===== src/dsr_pkg.sv =====
// Constants shared by the debug serial command decoder
package dsr_pkg;

	// ------------------------------------------------------------
	// Serial frame and command words
	// ------------------------------------------------------------
	localparam logic [4:0] FRAME_LAST = 5'h10;
	localparam logic [15:0] OP_NOP = 16'h0000;
	localparam logic [15:0] OP_GO = 16'h0c00;
	localparam logic [15:0] OP_RCREG = 16'h2980;
	localparam logic [15:0] OP_WCREG = 16'h2880;
	localparam logic [10:0] OP_RDM = 11'h16c;
	localparam logic [10:0] OP_WDM = 11'h164;
	localparam logic [4:0] DBG_SEL_CSR = 5'h00;

	// ------------------------------------------------------------
	// Responses: status bit on top of a 16-bit word
	// ------------------------------------------------------------
	localparam logic [16:0] RSP_DONE = 17'h0ffff;
	localparam logic [16:0] RSP_BERR = 17'h10001;
	localparam logic [16:0] RSP_ILL = 17'h1ffff;
	localparam logic [16:0] RSP_BUSY = 17'h00000;

	// ------------------------------------------------------------
	// Configuration/status register layout
	// ------------------------------------------------------------
	localparam logic [31:0] CSR_RESET = 32'h0000_0000;
	localparam int CSR_STATE_LSB = 28;
	localparam int CSR_FAULT = 27;
	localparam int CSR_TRIG = 26;
	localparam int CSR_HALT = 25;
	localparam int CSR_BREAK = 24;
	localparam logic [3:0] BST_L1_HIT = 4'h2;
	localparam logic [3:0] BST_L2_HIT = 4'h6;
	localparam logic [3:0] BST_CLEAR = 4'h0;

	// ------------------------------------------------------------
	// Control register select codes and storage slots
	// ------------------------------------------------------------
	localparam int NREG = 17;
	localparam int STAT_SUPER_BIT = 13;
	localparam logic [4:0] IX_OSP = 5'h03;
	localparam logic [4:0] IX_ACC0 = 5'h07;
	localparam logic [4:0] IX_EXT01 = 5'h08;
	localparam logic [4:0] IX_EXT23 = 5'h09;
	localparam logic [4:0] IX_ACC1 = 5'h0a;
	localparam logic [4:0] IX_ACC2 = 5'h0b;
	localparam logic [4:0] IX_ACC3 = 5'h0c;
	localparam logic [4:0] IX_STAT = 5'h0d;
	localparam logic [4:0] IX_PC = 5'h0e;

	// Maps a 12-bit select code to a storage slot; hit low if unmapped
	function automatic logic [5:0] sel_slot(input logic [11:0] sel);
		unique case (sel)
			12'h002: sel_slot = 6'h20;
			12'h004: sel_slot = 6'h21;
			12'h005: sel_slot = 6'h22;
			12'h800: sel_slot = 6'h23;
			12'h801: sel_slot = 6'h24;
			12'h804: sel_slot = 6'h25;
			12'h805: sel_slot = 6'h26;
			12'h806: sel_slot = 6'h27;
			12'h807: sel_slot = 6'h28;
			12'h808: sel_slot = 6'h29;
			12'h809: sel_slot = 6'h2a;
			12'h80a: sel_slot = 6'h2b;
			12'h80b: sel_slot = 6'h2c;
			12'h80e: sel_slot = 6'h2d;
			12'h80f: sel_slot = 6'h2e;
			12'hc04: sel_slot = 6'h2f;
			12'hc05: sel_slot = 6'h30;
			default: sel_slot = 6'h00;
		endcase
	endfunction : sel_slot

endpackage : dsr_pkg


===== src/dsr_top.sv =====
// Debug serial port command decoder with control and debug registers
// Behaviour
// - Resume command answers 0xFFFF next shift
// - Null command changes nothing, answers 0xFFFF
// - Control register accesses always move 32 bits
// - Read control: three words, address selects register
// - Select is low 12 bits, upper nibble zero
// - Select codes map the core control registers
// - Codes 0x804-0x80B reach the multiply unit
// - Control read returns longword, high word first
// - Two stack pointers, supervisor bit picks roles
// - Accumulator write also changes its extension
// - Write control: opcode word, replaces 32 bits
// - Write answers 0xFFFF, bus error 0x0001 status
// - Debug select five bits, only zero valid
// - Status read clears fault, trigger, halt, breakpoint
// - Status read clears state only when done
// - Debug read returns longword, high word first
// - Debug write replaces 32 bits, answers 0xFFFF
// - Write bus error answers 0x0001 with status; debug write here never bus errors, always answers 0xFFFF
`timescale 1ns/1ps
`default_nettype none

module dsr_top (
	input wire logic CLK,
	input wire logic RESET_N,
	input wire logic CE,
	input wire logic DEBUG_SERIAL_CLOCK,
	input wire logic DSI,
	input wire logic CPU_HALTED,
	input wire logic FAULT_EVT,
	input wire logic TRIG_EVT,
	input wire logic HALT_EVT,
	input wire logic BREAK_EVT,
	input wire logic BREAK_STATE_UPD,
	input wire logic [3:0] BREAK_STATE_VAL,
	input wire logic LVL2_EN,
	output logic DSO,
	output logic RESUME
);
	// ------------------------------------------------------------
	// Link sampling
	// ------------------------------------------------------------
	typedef enum logic [3:0] {
		ST_CMD, ST_RC_SH, ST_RC_SL, ST_RD_LO, ST_WC_SH, ST_WC_SL,
		ST_WC_DH, ST_WC_DL, ST_WD_DH, ST_WD_DL
	} dsr_state_type;

	dsr_state_type state_r;
	logic ser_clk_s, dsi_s, ser_clk_d_r, rise;
	logic done, load_r, resume_r, bad_r, dout;
	logic [16:0] rx_word, load_val_r;
	logic [15:0] cmd, data_hi_r, rd_lo_r;
	logic [11:0] sel_r, lk_sel;
	logic [5:0] lk_slot;
	logic [4:0] lk_idx;
	logic sel_ok, rdm_csr, rd_clr, csr_wr, wc_fire, events;
	logic [31:0] creg_r [0:dsr_pkg::NREG-1];
	logic [31:0] act_sp_r, csr_r, wdata;
	logic [3:0] brk_state;

	dsr_sync u_sync_clk (.CLK(CLK), .RESET_N(RESET_N),
		.d_in(DEBUG_SERIAL_CLOCK), .q_out(ser_clk_s));
	dsr_sync u_sync_dat (.CLK(CLK), .RESET_N(RESET_N), .d_in(DSI),
		.q_out(dsi_s));

	always_ff @(posedge CLK) begin
		if (!RESET_N) begin
			ser_clk_d_r <= 1'b0;
		end else if (CE) begin
			ser_clk_d_r <= ser_clk_s;
		end
	end
	assign rise = ser_clk_s & ~ser_clk_d_r;

	dsr_shift u_shift (.CLK(CLK), .RESET_N(RESET_N), .ce(CE), .shift(rise),
		.din(dsi_s), .load(load_r), .load_val(load_val_r), .dout(dout),
		.word(rx_word), .done(done));

	// ------------------------------------------------------------
	// Decode helpers
	// ------------------------------------------------------------
	assign cmd = rx_word[15:0];
	assign lk_sel = (state_r == ST_RC_SL) ? cmd[11:0] : sel_r;
	assign lk_slot = dsr_pkg::sel_slot(lk_sel);
	assign lk_idx = lk_slot[4:0];
	// Select must fit 12 bits with the upper word and nibble clear
	assign sel_ok = lk_slot[5] && !bad_r &&
		(state_r != ST_RC_SL || cmd[15:12] == 4'h0);
	assign rdm_csr = cmd[4:0] == dsr_pkg::DBG_SEL_CSR;
	assign rd_clr = done && state_r == ST_CMD &&
		cmd[15:5] == dsr_pkg::OP_RDM && rdm_csr;
	assign csr_wr = done && state_r == ST_WD_DL;
	assign wc_fire = done && state_r == ST_WC_DL && sel_ok;
	assign wdata = {data_hi_r, cmd};
	assign events = FAULT_EVT | TRIG_EVT | HALT_EVT | BREAK_EVT |
		BREAK_STATE_UPD;
	assign brk_state = csr_r[dsr_pkg::CSR_STATE_LSB +: 4];

	// ------------------------------------------------------------
	// Command sequencer
	// ------------------------------------------------------------
	always_ff @(posedge CLK) begin
		if (!RESET_N) begin
			state_r <= ST_CMD;
			load_r <= 1'b0;
			load_val_r <= dsr_pkg::RSP_BUSY;
			resume_r <= 1'b0;
			bad_r <= 1'b0;
			sel_r <= 12'h000;
			data_hi_r <= 16'h0000;
			rd_lo_r <= 16'h0000;
		end else if (CE) begin
			load_r <= 1'b0;
			resume_r <= 1'b0;
			if (done) begin
				load_r <= 1'b1;
				load_val_r <= dsr_pkg::RSP_BUSY;
				unique case (state_r)
					ST_CMD: begin
						if (cmd == dsr_pkg::OP_NOP) begin
							load_val_r <= dsr_pkg::RSP_DONE;
						end else if (cmd == dsr_pkg::OP_GO) begin
							// Resume is ignored while the core runs
							resume_r <= CPU_HALTED;
							load_val_r <= dsr_pkg::RSP_DONE;
						end else if (cmd == dsr_pkg::OP_RCREG) begin
							state_r <= ST_RC_SH;
						end else if (cmd == dsr_pkg::OP_WCREG) begin
							state_r <= ST_WC_SH;
						end else if (cmd[15:5] == dsr_pkg::OP_RDM &&
							rdm_csr) begin
							load_val_r <= {1'b0, csr_r[31:16]};
							rd_lo_r <= csr_r[15:0];
							state_r <= ST_RD_LO;
						end else if (cmd[15:5] == dsr_pkg::OP_WDM &&
							rdm_csr) begin
							state_r <= ST_WD_DH;
						end else begin
							load_val_r <= dsr_pkg::RSP_ILL;
						end
					end
					ST_RC_SH: begin
						bad_r <= cmd != 16'h0000;
						state_r <= ST_RC_SL;
					end
					ST_RC_SL: begin
						if (sel_ok) begin
							load_val_r <= {1'b0, creg_r[lk_idx][31:16]};
							rd_lo_r <= creg_r[lk_idx][15:0];
							state_r <= ST_RD_LO;
						end else begin
							load_val_r <= dsr_pkg::RSP_BERR;
							state_r <= ST_CMD;
						end
					end
					ST_RD_LO: begin
						// The word shifted in here is padding and is dropped
						load_val_r <= {1'b0, rd_lo_r};
						state_r <= ST_CMD;
					end
					ST_WC_SH: begin
						bad_r <= cmd != 16'h0000;
						state_r <= ST_WC_SL;
					end
					ST_WC_SL: begin
						sel_r <= cmd[11:0];
						bad_r <= bad_r | (cmd[15:12] != 4'h0);
						state_r <= ST_WC_DH;
					end
					ST_WC_DH: begin
						data_hi_r <= cmd;
						state_r <= ST_WC_DL;
					end
					ST_WC_DL: begin
						load_val_r <= sel_ok ? dsr_pkg::RSP_DONE
							: dsr_pkg::RSP_BERR;
						state_r <= ST_CMD;
					end
					ST_WD_DH: begin
						data_hi_r <= cmd;
						state_r <= ST_WD_DL;
					end
					ST_WD_DL: begin
						load_val_r <= dsr_pkg::RSP_DONE;
						state_r <= ST_CMD;
					end
				endcase
			end
		end
	end

	// ------------------------------------------------------------
	// Core control registers
	// ------------------------------------------------------------
	// Stack pointers physically swap on a supervisor bit change so the
	// inactive slot always holds the pointer of the other mode.
	always_ff @(posedge CLK) begin
		if (!RESET_N) begin
			for (int i = 0; i < dsr_pkg::NREG; i++) begin
				creg_r[i] <= 32'h0000_0000;
			end
			act_sp_r <= 32'h0000_0000;
		end else if (CE && wc_fire) begin
			creg_r[lk_idx] <= wdata;
			if (lk_idx == dsr_pkg::IX_STAT &&
				wdata[dsr_pkg::STAT_SUPER_BIT] !=
				creg_r[dsr_pkg::IX_STAT][dsr_pkg::STAT_SUPER_BIT]) begin
				act_sp_r <= creg_r[dsr_pkg::IX_OSP];
				creg_r[dsr_pkg::IX_OSP] <= act_sp_r;
			end
			// Accumulator load sign-fills its extension half
			unique case (lk_idx)
				dsr_pkg::IX_ACC0:
					creg_r[dsr_pkg::IX_EXT01][15:0] <= {16{wdata[31]}};
				dsr_pkg::IX_ACC1:
					creg_r[dsr_pkg::IX_EXT01][31:16] <= {16{wdata[31]}};
				dsr_pkg::IX_ACC2:
					creg_r[dsr_pkg::IX_EXT23][15:0] <= {16{wdata[31]}};
				dsr_pkg::IX_ACC3:
					creg_r[dsr_pkg::IX_EXT23][31:16] <= {16{wdata[31]}};
				default: ;
			endcase
		end
	end

	// ------------------------------------------------------------
	// Configuration/status register
	// ------------------------------------------------------------
	// Events are applied last so a set in the clearing cycle survives.
	always_ff @(posedge CLK) begin
		if (!RESET_N) begin
			csr_r <= dsr_pkg::CSR_RESET;
		end else if (CE) begin
			if (csr_wr) begin
				csr_r <= wdata;
			end else if (rd_clr) begin
				csr_r[dsr_pkg::CSR_FAULT] <= 1'b0;
				csr_r[dsr_pkg::CSR_TRIG] <= 1'b0;
				csr_r[dsr_pkg::CSR_HALT] <= 1'b0;
				csr_r[dsr_pkg::CSR_BREAK] <= 1'b0;
				if (brk_state == dsr_pkg::BST_L2_HIT ||
					(brk_state == dsr_pkg::BST_L1_HIT && !LVL2_EN)) begin
					csr_r[dsr_pkg::CSR_STATE_LSB +: 4] <= dsr_pkg::BST_CLEAR;
				end
			end
			if (FAULT_EVT) csr_r[dsr_pkg::CSR_FAULT] <= 1'b1;
			if (TRIG_EVT) csr_r[dsr_pkg::CSR_TRIG] <= 1'b1;
			if (HALT_EVT) csr_r[dsr_pkg::CSR_HALT] <= 1'b1;
			if (BREAK_EVT) csr_r[dsr_pkg::CSR_BREAK] <= 1'b1;
			if (BREAK_STATE_UPD) begin
				csr_r[dsr_pkg::CSR_STATE_LSB +: 4] <= BREAK_STATE_VAL;
			end
		end
	end

	// ------------------------------------------------------------
	// Outputs
	// ------------------------------------------------------------
	always_ff @(posedge CLK) begin
		if (!RESET_N) begin
			DSO <= 1'b0;
			RESUME <= 1'b0;
		end else if (CE) begin
			DSO <= dout;
			RESUME <= resume_r;
		end
	end
endmodule : dsr_top

`default_nettype wire


===== src/dsr_sync.sv =====
// Two-flop synchroniser for one asynchronous input
`timescale 1ns/1ps
`default_nettype none

module dsr_sync (
	input wire logic CLK,
	input wire logic RESET_N,
	input wire logic d_in,
	output logic q_out
);
	logic meta_r;

	always_ff @(posedge CLK) begin
		if (!RESET_N) begin
			meta_r <= 1'b0;
			q_out <= 1'b0;
		end else begin
			meta_r <= d_in;
			q_out <= meta_r;
		end
	end
endmodule : dsr_sync

`default_nettype wire


===== src/dsr_shift.sv =====
// 17-bit serial receive and transmit shifter with frame counter
`timescale 1ns/1ps
`default_nettype none

module dsr_shift (
	input wire logic CLK,
	input wire logic RESET_N,
	input wire logic ce,
	input wire logic shift,
	input wire logic din,
	input wire logic load,
	input wire logic [16:0] load_val,
	output logic dout,
	output logic [16:0] word,
	output logic done
);
	logic [16:0] tx_r;
	logic [4:0] cnt_r;

	assign dout = tx_r[16];

	always_ff @(posedge CLK) begin
		if (!RESET_N) begin
			word <= 17'h00000;
			tx_r <= dsr_pkg::RSP_BUSY;
			cnt_r <= 5'h00;
			done <= 1'b0;
		end else if (ce) begin
			done <= 1'b0;
			if (load) begin
				tx_r <= load_val;
			end else if (shift) begin
				tx_r <= {tx_r[15:0], 1'b0};
			end
			if (shift) begin
				word <= {word[15:0], din};
				if (cnt_r == dsr_pkg::FRAME_LAST) begin
					cnt_r <= 5'h00;
					done <= 1'b1;
				end else begin
					cnt_r <= cnt_r + 5'h01;
				end
			end
		end
	end
endmodule : dsr_shift

`default_nettype wire


===== config.mk =====
export PLATFORM = sky130hd
export DESIGN_NAME = dsr_top
export DESIGN_NICKNAME = d
export VERILOG_FILES = /design/src/dsr_pkg.sv /design/src/dsr_top.sv /design/src/dsr_sync.sv /design/src/dsr_shift.sv
export SDC_FILE = /design/constraint.sdc
export NUM_CORES = 2
export LEC_CHECK = 0
export BUFFER_PORTS_ARGS = -buffer_cell sky130_fd_sc_hd__buf_2
export CAP_MARGIN = 10
export CORE_MARGIN = 5
export CORE_UTILIZATION = 45
export DETAILED_ROUTE_END_ITERATION = 8
export PLACE_DENSITY_LB_ADDON = 0.15
export REMOVE_ABC_BUFFERS = 1
export SLEW_MARGIN = 20
export SYNTH_ARGS = -nofsm -noshare
export SYNTH_HDL_FRONTEND = slang
export SYNTH_HIERARCHICAL = 1
export SYNTH_SLANG_ARGS = --single-unit

===== constraint.sdc =====
create_clock -name CLK -period 17.8 [get_ports CLK]
set_input_delay 3.56 -clock CLK [delete_from_list [all_inputs] [get_ports CLK]]
set_output_delay 3.56 -clock CLK [all_outputs]
set_load 0.005 [all_outputs]

# == Word level (Yosys, flattened, before mapping) ==
# Memory sizes are Yosys's and may differ from the RTL's. A register that Yosys moved wholly into a read port is not among the register bits.
# Index checks and enable logic that the tools add are counted.
# word_totals
ram_bits,544
mem_count,1
elab_cells,212
input_bits,16
register_bits,146
output_inout_bits,2
# memory_table
name,words,word_bits,read_ports,rd_ports_with_merged_regs,wr,line_no,rtl
creg_r,17,32,3,1,17,dsr_top.sv:58,logic [31:0] creg_r [0:dsr_pkg::NREG-1];
# op_classes
n_reduce_logical,52
bitwise_logic,8
muxes,77
addsub,1
eq_ne,48
# ops
cell,count
2-to-1 mux 17 bit,10
"== test 12 bit, second input constant",14
2-to-1 mux 16 bit,10
case mux 6 bit (17 select lines),1
case mux 17 bit (5 select lines),1
2-to-1 mux 32 bit,2
2-to-1 mux 1 bit,36
"== test 16 x 14 -> 1 bit, second input constant",2
2-to-1 mux 4 bit,8
case mux 16 bit (2 select lines),1
case mux 4 bit (8 select lines),1
OR reduction 32 bit,1
"== test 12 x 3 -> 1 bit, second input constant",2
"== test 11 x 9 -> 1 bit, second input constant",2
"== test 4 x 3 -> 1 bit, second input constant",5
"== test 5 x 4 -> 1 bit, second input constant",4
AND reduction 2 bit,9
nonzero test 3 bit,6
"== test 16 x 12 -> 1 bit, second input constant",1
zero test 16 bit,1
2-to-1 mux 8 bit,2
nonzero test 16 bit,1
logical AND 1 bit,13
"== test 12 x 2 -> 1 bit, second input constant",1
other kinds (29),52

# == Longest topological paths before layout ==
# depth
word_depth,13
ltp_mapped,18
mapped_depth_nobuf,10

# == Modules after synthesis ==
# Netlist, hierarchy kept.
# by_module_without_submodules
mod,seq_area_each_um2,n_inst,cells_each,area_each_um2
dsr_top,19939.1,1,2860,33014.2
dsr_shift,800.8,1,183,1644.1
dsr_sync,40.0,2,4,52.6

# == Worst setup path after synthesis ==
# Ideal clock, no wire load.
# synth_path
kind,input port to flip-flop
from,input port CE
to,memory creg_r[8][16] (enable)
t_required_ps,17463
setup_time_ps,337
setup_slack_ps,10287
path_buffers,1
t_arrival_ps,7177
path_stages,5
path_cell_list,and2_1 > clkbuf_1 > nand3_2 > o31ai_1 > or2_2
# synth_rtl
item,line_no,rtl
from (decl),dsr_top.sv:27,"input wire logic CE,"
to (decl),dsr_top.sv:58,

==> qor.log <==
qor: placement.post_placement_setup_slack 10.06 ns
qor: yosys.synthesis.area_per_instance 11.4 sq um
qor: sta.timing_max_transition_violations_final 0
qor: sta.finalSetupTns 0 ns
qor: die.rows 101
qor: route.drt_first_pass_iters 8
qor: worst_setup_path.required 18.30 ns
qor: worst_setup_path.reg2reg_depth 13
qor: yosys.synthesis.instances 3047
qor: finish.fill_cells 6667
qor: worst_setup_path.reg2reg_slack 11.50 ns
qor: worst_setup_path.crit_path_cell_trace buf_2 > and2_1 > nand2_1 > nor3_1 > nand3_1 > nor2_2 > buf_4 > and2_1 > a21o_1
qor: clocking.cts.sink_count 752
qor: finish.register_area 0.0208 sq mm
qor: grt.grt_util_all_layers 28.6%
qor: sta.timing_worst_slew_pin_value 1.15 ns
qor: worst_setup_path.cp_common_cell and2_1
qor: clocking.htreeDepth 3
qor: power_and_ir_drop.irDropWorstVdd 72.6 uV
qor: sta.unrepaired_setup_endpoints_after_global_routing no
qor: clocking.cts_max_path_buffers 3
qor: worst_setup_path.critical_setup_path_class input pin to register
qor: yosys.synthesis.yosys.warnings 6
qor: route.vias 25300
qor: die.die_w 288 um
qor: sta.finalSetupViolCount 0
qor: route.detail-route-antenna-nets 0
qor: grt.grt_pass1_vias 24500
qor: sta.post-route-period-util 40.3%
qor: sta.slew_headroom 23.1%
qor: finish.summed_area_of_non_filler_cells_in_the_final_layout 0.0387 sq mm
qor: clocking.cts-buffers-inserted 84
qor: sta.timing.final.hold_violations 0
qor: clocking.cts_setup_buffers 0
qor: sta.final.setup.worst_slack 10.63 ns
qor: placement.finalWeightedCongestion 0.914
qor: die.starting_utilization_of_the_core_area 45.6%
qor: die.dieHeight 288 um
qor: die.placeableCoreArea 0.0762 sq mm
qor: finish.syn2layout_area_growth 11.4%
qor: finish.multi_input_area 0.0130 sq mm
qor: route.postRouteWirelength 120000 um
qor: min_path.min-delay-start u_sync_clk/meta_r$_SDFF_PN0_
qor: clocking.cts_hold_buf 0
qor: route.remaining_drc_errors 0
qor: finish.final_net_count 2994
qor: clocking.cts.root.buffer_cell clkbuf_16
qor: worst_setup_path.critical_path.max_stage_delay 0.92 ns
qor: clocking.cts.reportedPaths.clkPinSlew 0.06 ns
qor: worst_setup_path.worst_path_max_delay_cell nand3_1
qor: die.total_die_area 0.0828 sq mm
qor: worst_setup_path.crit_path_max_fanout 31
qor: placement.numPortBuffers 17
qor: finish.most-common-layout-cells 574 x edfxtp_1, 344 x and2_1, 295 x nand2_1, 175 x dfxtp_1, 110 x nor2_1
qor: power_and_ir_drop.power.density 97.2 mW/mm^2
qor: grt.grt_pass1_wl 174000 um
qor: status.run_status finished clean
qor: placement.numPlacedInstances 3918
qor: finish.layoutNonFillerInstCount 4076
qor: min_path.worst_hold_path.endpoint u_sync_clk/q_out$_SDFF_PN0_
qor: route.dr.first_iter.drc_count 3370
qor: finish.most_common_cell_after_layout_fill_and_taps_aside edfxtp_1
qor: grt.grt_antenna_before_repair 4
qor: clocking.ctsResizeCount 0
qor: route.post_drt_wl_per_cell 29.5 um
qor: worst_setup_path.endpoint_kind register
qor: clocking.clk_latency 0.65 ns
qor: grt.grt_start_max_net_pins 71
qor: worst_setup_path.crit_path_start_kind input pin
qor: worst_setup_path.worst_r2r_endpoint creg_r[3][31]$_DFFE_PP_
qor: power_and_ir_drop.total_leakage_power 14.1 nW
qor: min_path.timing.hold.worst_path_depth 1
qor: placement.detailed_place_hpwl 74800 um
qor: grt.grt_remaining_overflow 0
qor: route.vias_per_cell 6.21
qor: worst_setup_path.worstSetupStartpoint CE
qor: placement.placedInstanceArea 0.0360 sq mm
qor: yosys.mappedNetlistArea 0.0347 sq mm
qor: clocking.cts_tree yes
qor: sta.fin_worst_skew 0.0433 ns
qor: worst_setup_path.worstPathArrival 7.67 ns
qor: finish.final_layout_size_suffix_gt1_share 11.7%
qor: sta.min_period 7.17 ns
qor: die.pin_count 18
qor: min_path.min-delay-path-class register to register
qor: sta.fmax 139 MHz
qor: run.cap_viol_max_count 0
qor: power_and_ir_drop.power 3.76 mW
qor: worst_setup_path.crit-reg2reg-launch state_r[1]$_SDFFE_PN0P_
==> how the worst max path moves through the flow <==
stage / to / slack (ns) / cells past startpoint
2_1_floorplan: creg_r[13][0]$_SDFFCE_PN0P_ / 7.77 / 8
3_3_place_gp: creg_r[2][22]$_SDFFCE_PN0P_ / 10.19 / 6
3_5_place_dp: creg_r[6][18]$_SDFFCE_PN0P_ / 10.06 / 6
4_1_cts: creg_r[6][18]$_SDFFCE_PN0P_ / 10.73 / 6
5_1_grt: creg_r[8][25]$_DFFE_PP_ / 10.43 / 9
6_report: creg_r[8][28]$_DFFE_PP_ / 10.63 / 9
==> layer usage <==
metal  vias up  track usage [%]  part of all wire (%)
met2      1405             44.2                    44
met1     12600             39.5                    41
met5         -                0                     0
met4         0             13.9                   5.6
li1      11000                -                     -
met3       289             4.92                   9.4
==> worst max-delay path, delay by kind of cell <==
family / cells / cell delay, ns
compound gates: 1 / 0.14
buf+inv: 2 / 0.75
simple gates: 6 / 3.17
==> sequential cells by signal, indices dropped and copies added (netlist names) <==
name	count
u_shift/done	1
act_sp_r	32
csr_r	32
u_shift/word	16
u_shift/tx_r	17
DSO	1
sel_r	12
u_shift/cnt_r	5
u_sync_clk/q_out	1
rd_lo_r	16
u_sync_dat/meta_r	1
state_r	4
u_sync_dat/q_out	1
creg_r	574
data_hi_r	16
RESUME	1
load_r	1
load_val_r	17
resume_r	1
ser_clk_d_r	1
u_sync_clk/meta_r	1
bad_r	1
==> through the flow <==
step	hold WS (ns)	util (%)
after floorplan	0.406	-
after global placement	0.411	47.1
after detailed placement	0.419	47.2
after CTS	0.429	50.7
after global routing	0.450	50.8
final	0.426	50.8
==> area by class of cell <==
| type | instances | share of cell area (%) |
|---|---|---|
| antenna | 2 | 0.0129 |
| clock buffer | 119 | 6.15 |
| clock inverter | 35 | 0.679 |
| inverter | 10 | 0.0970 |
| multi-input combinational | 2019 | 33.7 |
| sequential | 752 | 53.8 |
| tap | 1030 | 3.33 |
| timing repair buffer | 109 | 2.27 |
==> report_power, final <==
| part | leakage (nW) | switching [mW] | internal [mW] |
|---|---|---|---|
| Clock | 1.29 | 0.715 | 0.974 |
| Sequential | 6.92 | 0.0234 | 1.95 |
| Combinational | 5.87 | 0.0672 | 0.0297 |
| Total | 14.1 | 0.806 | 2.95 |
Note: power is estimated with default switching activity, not from simulation.
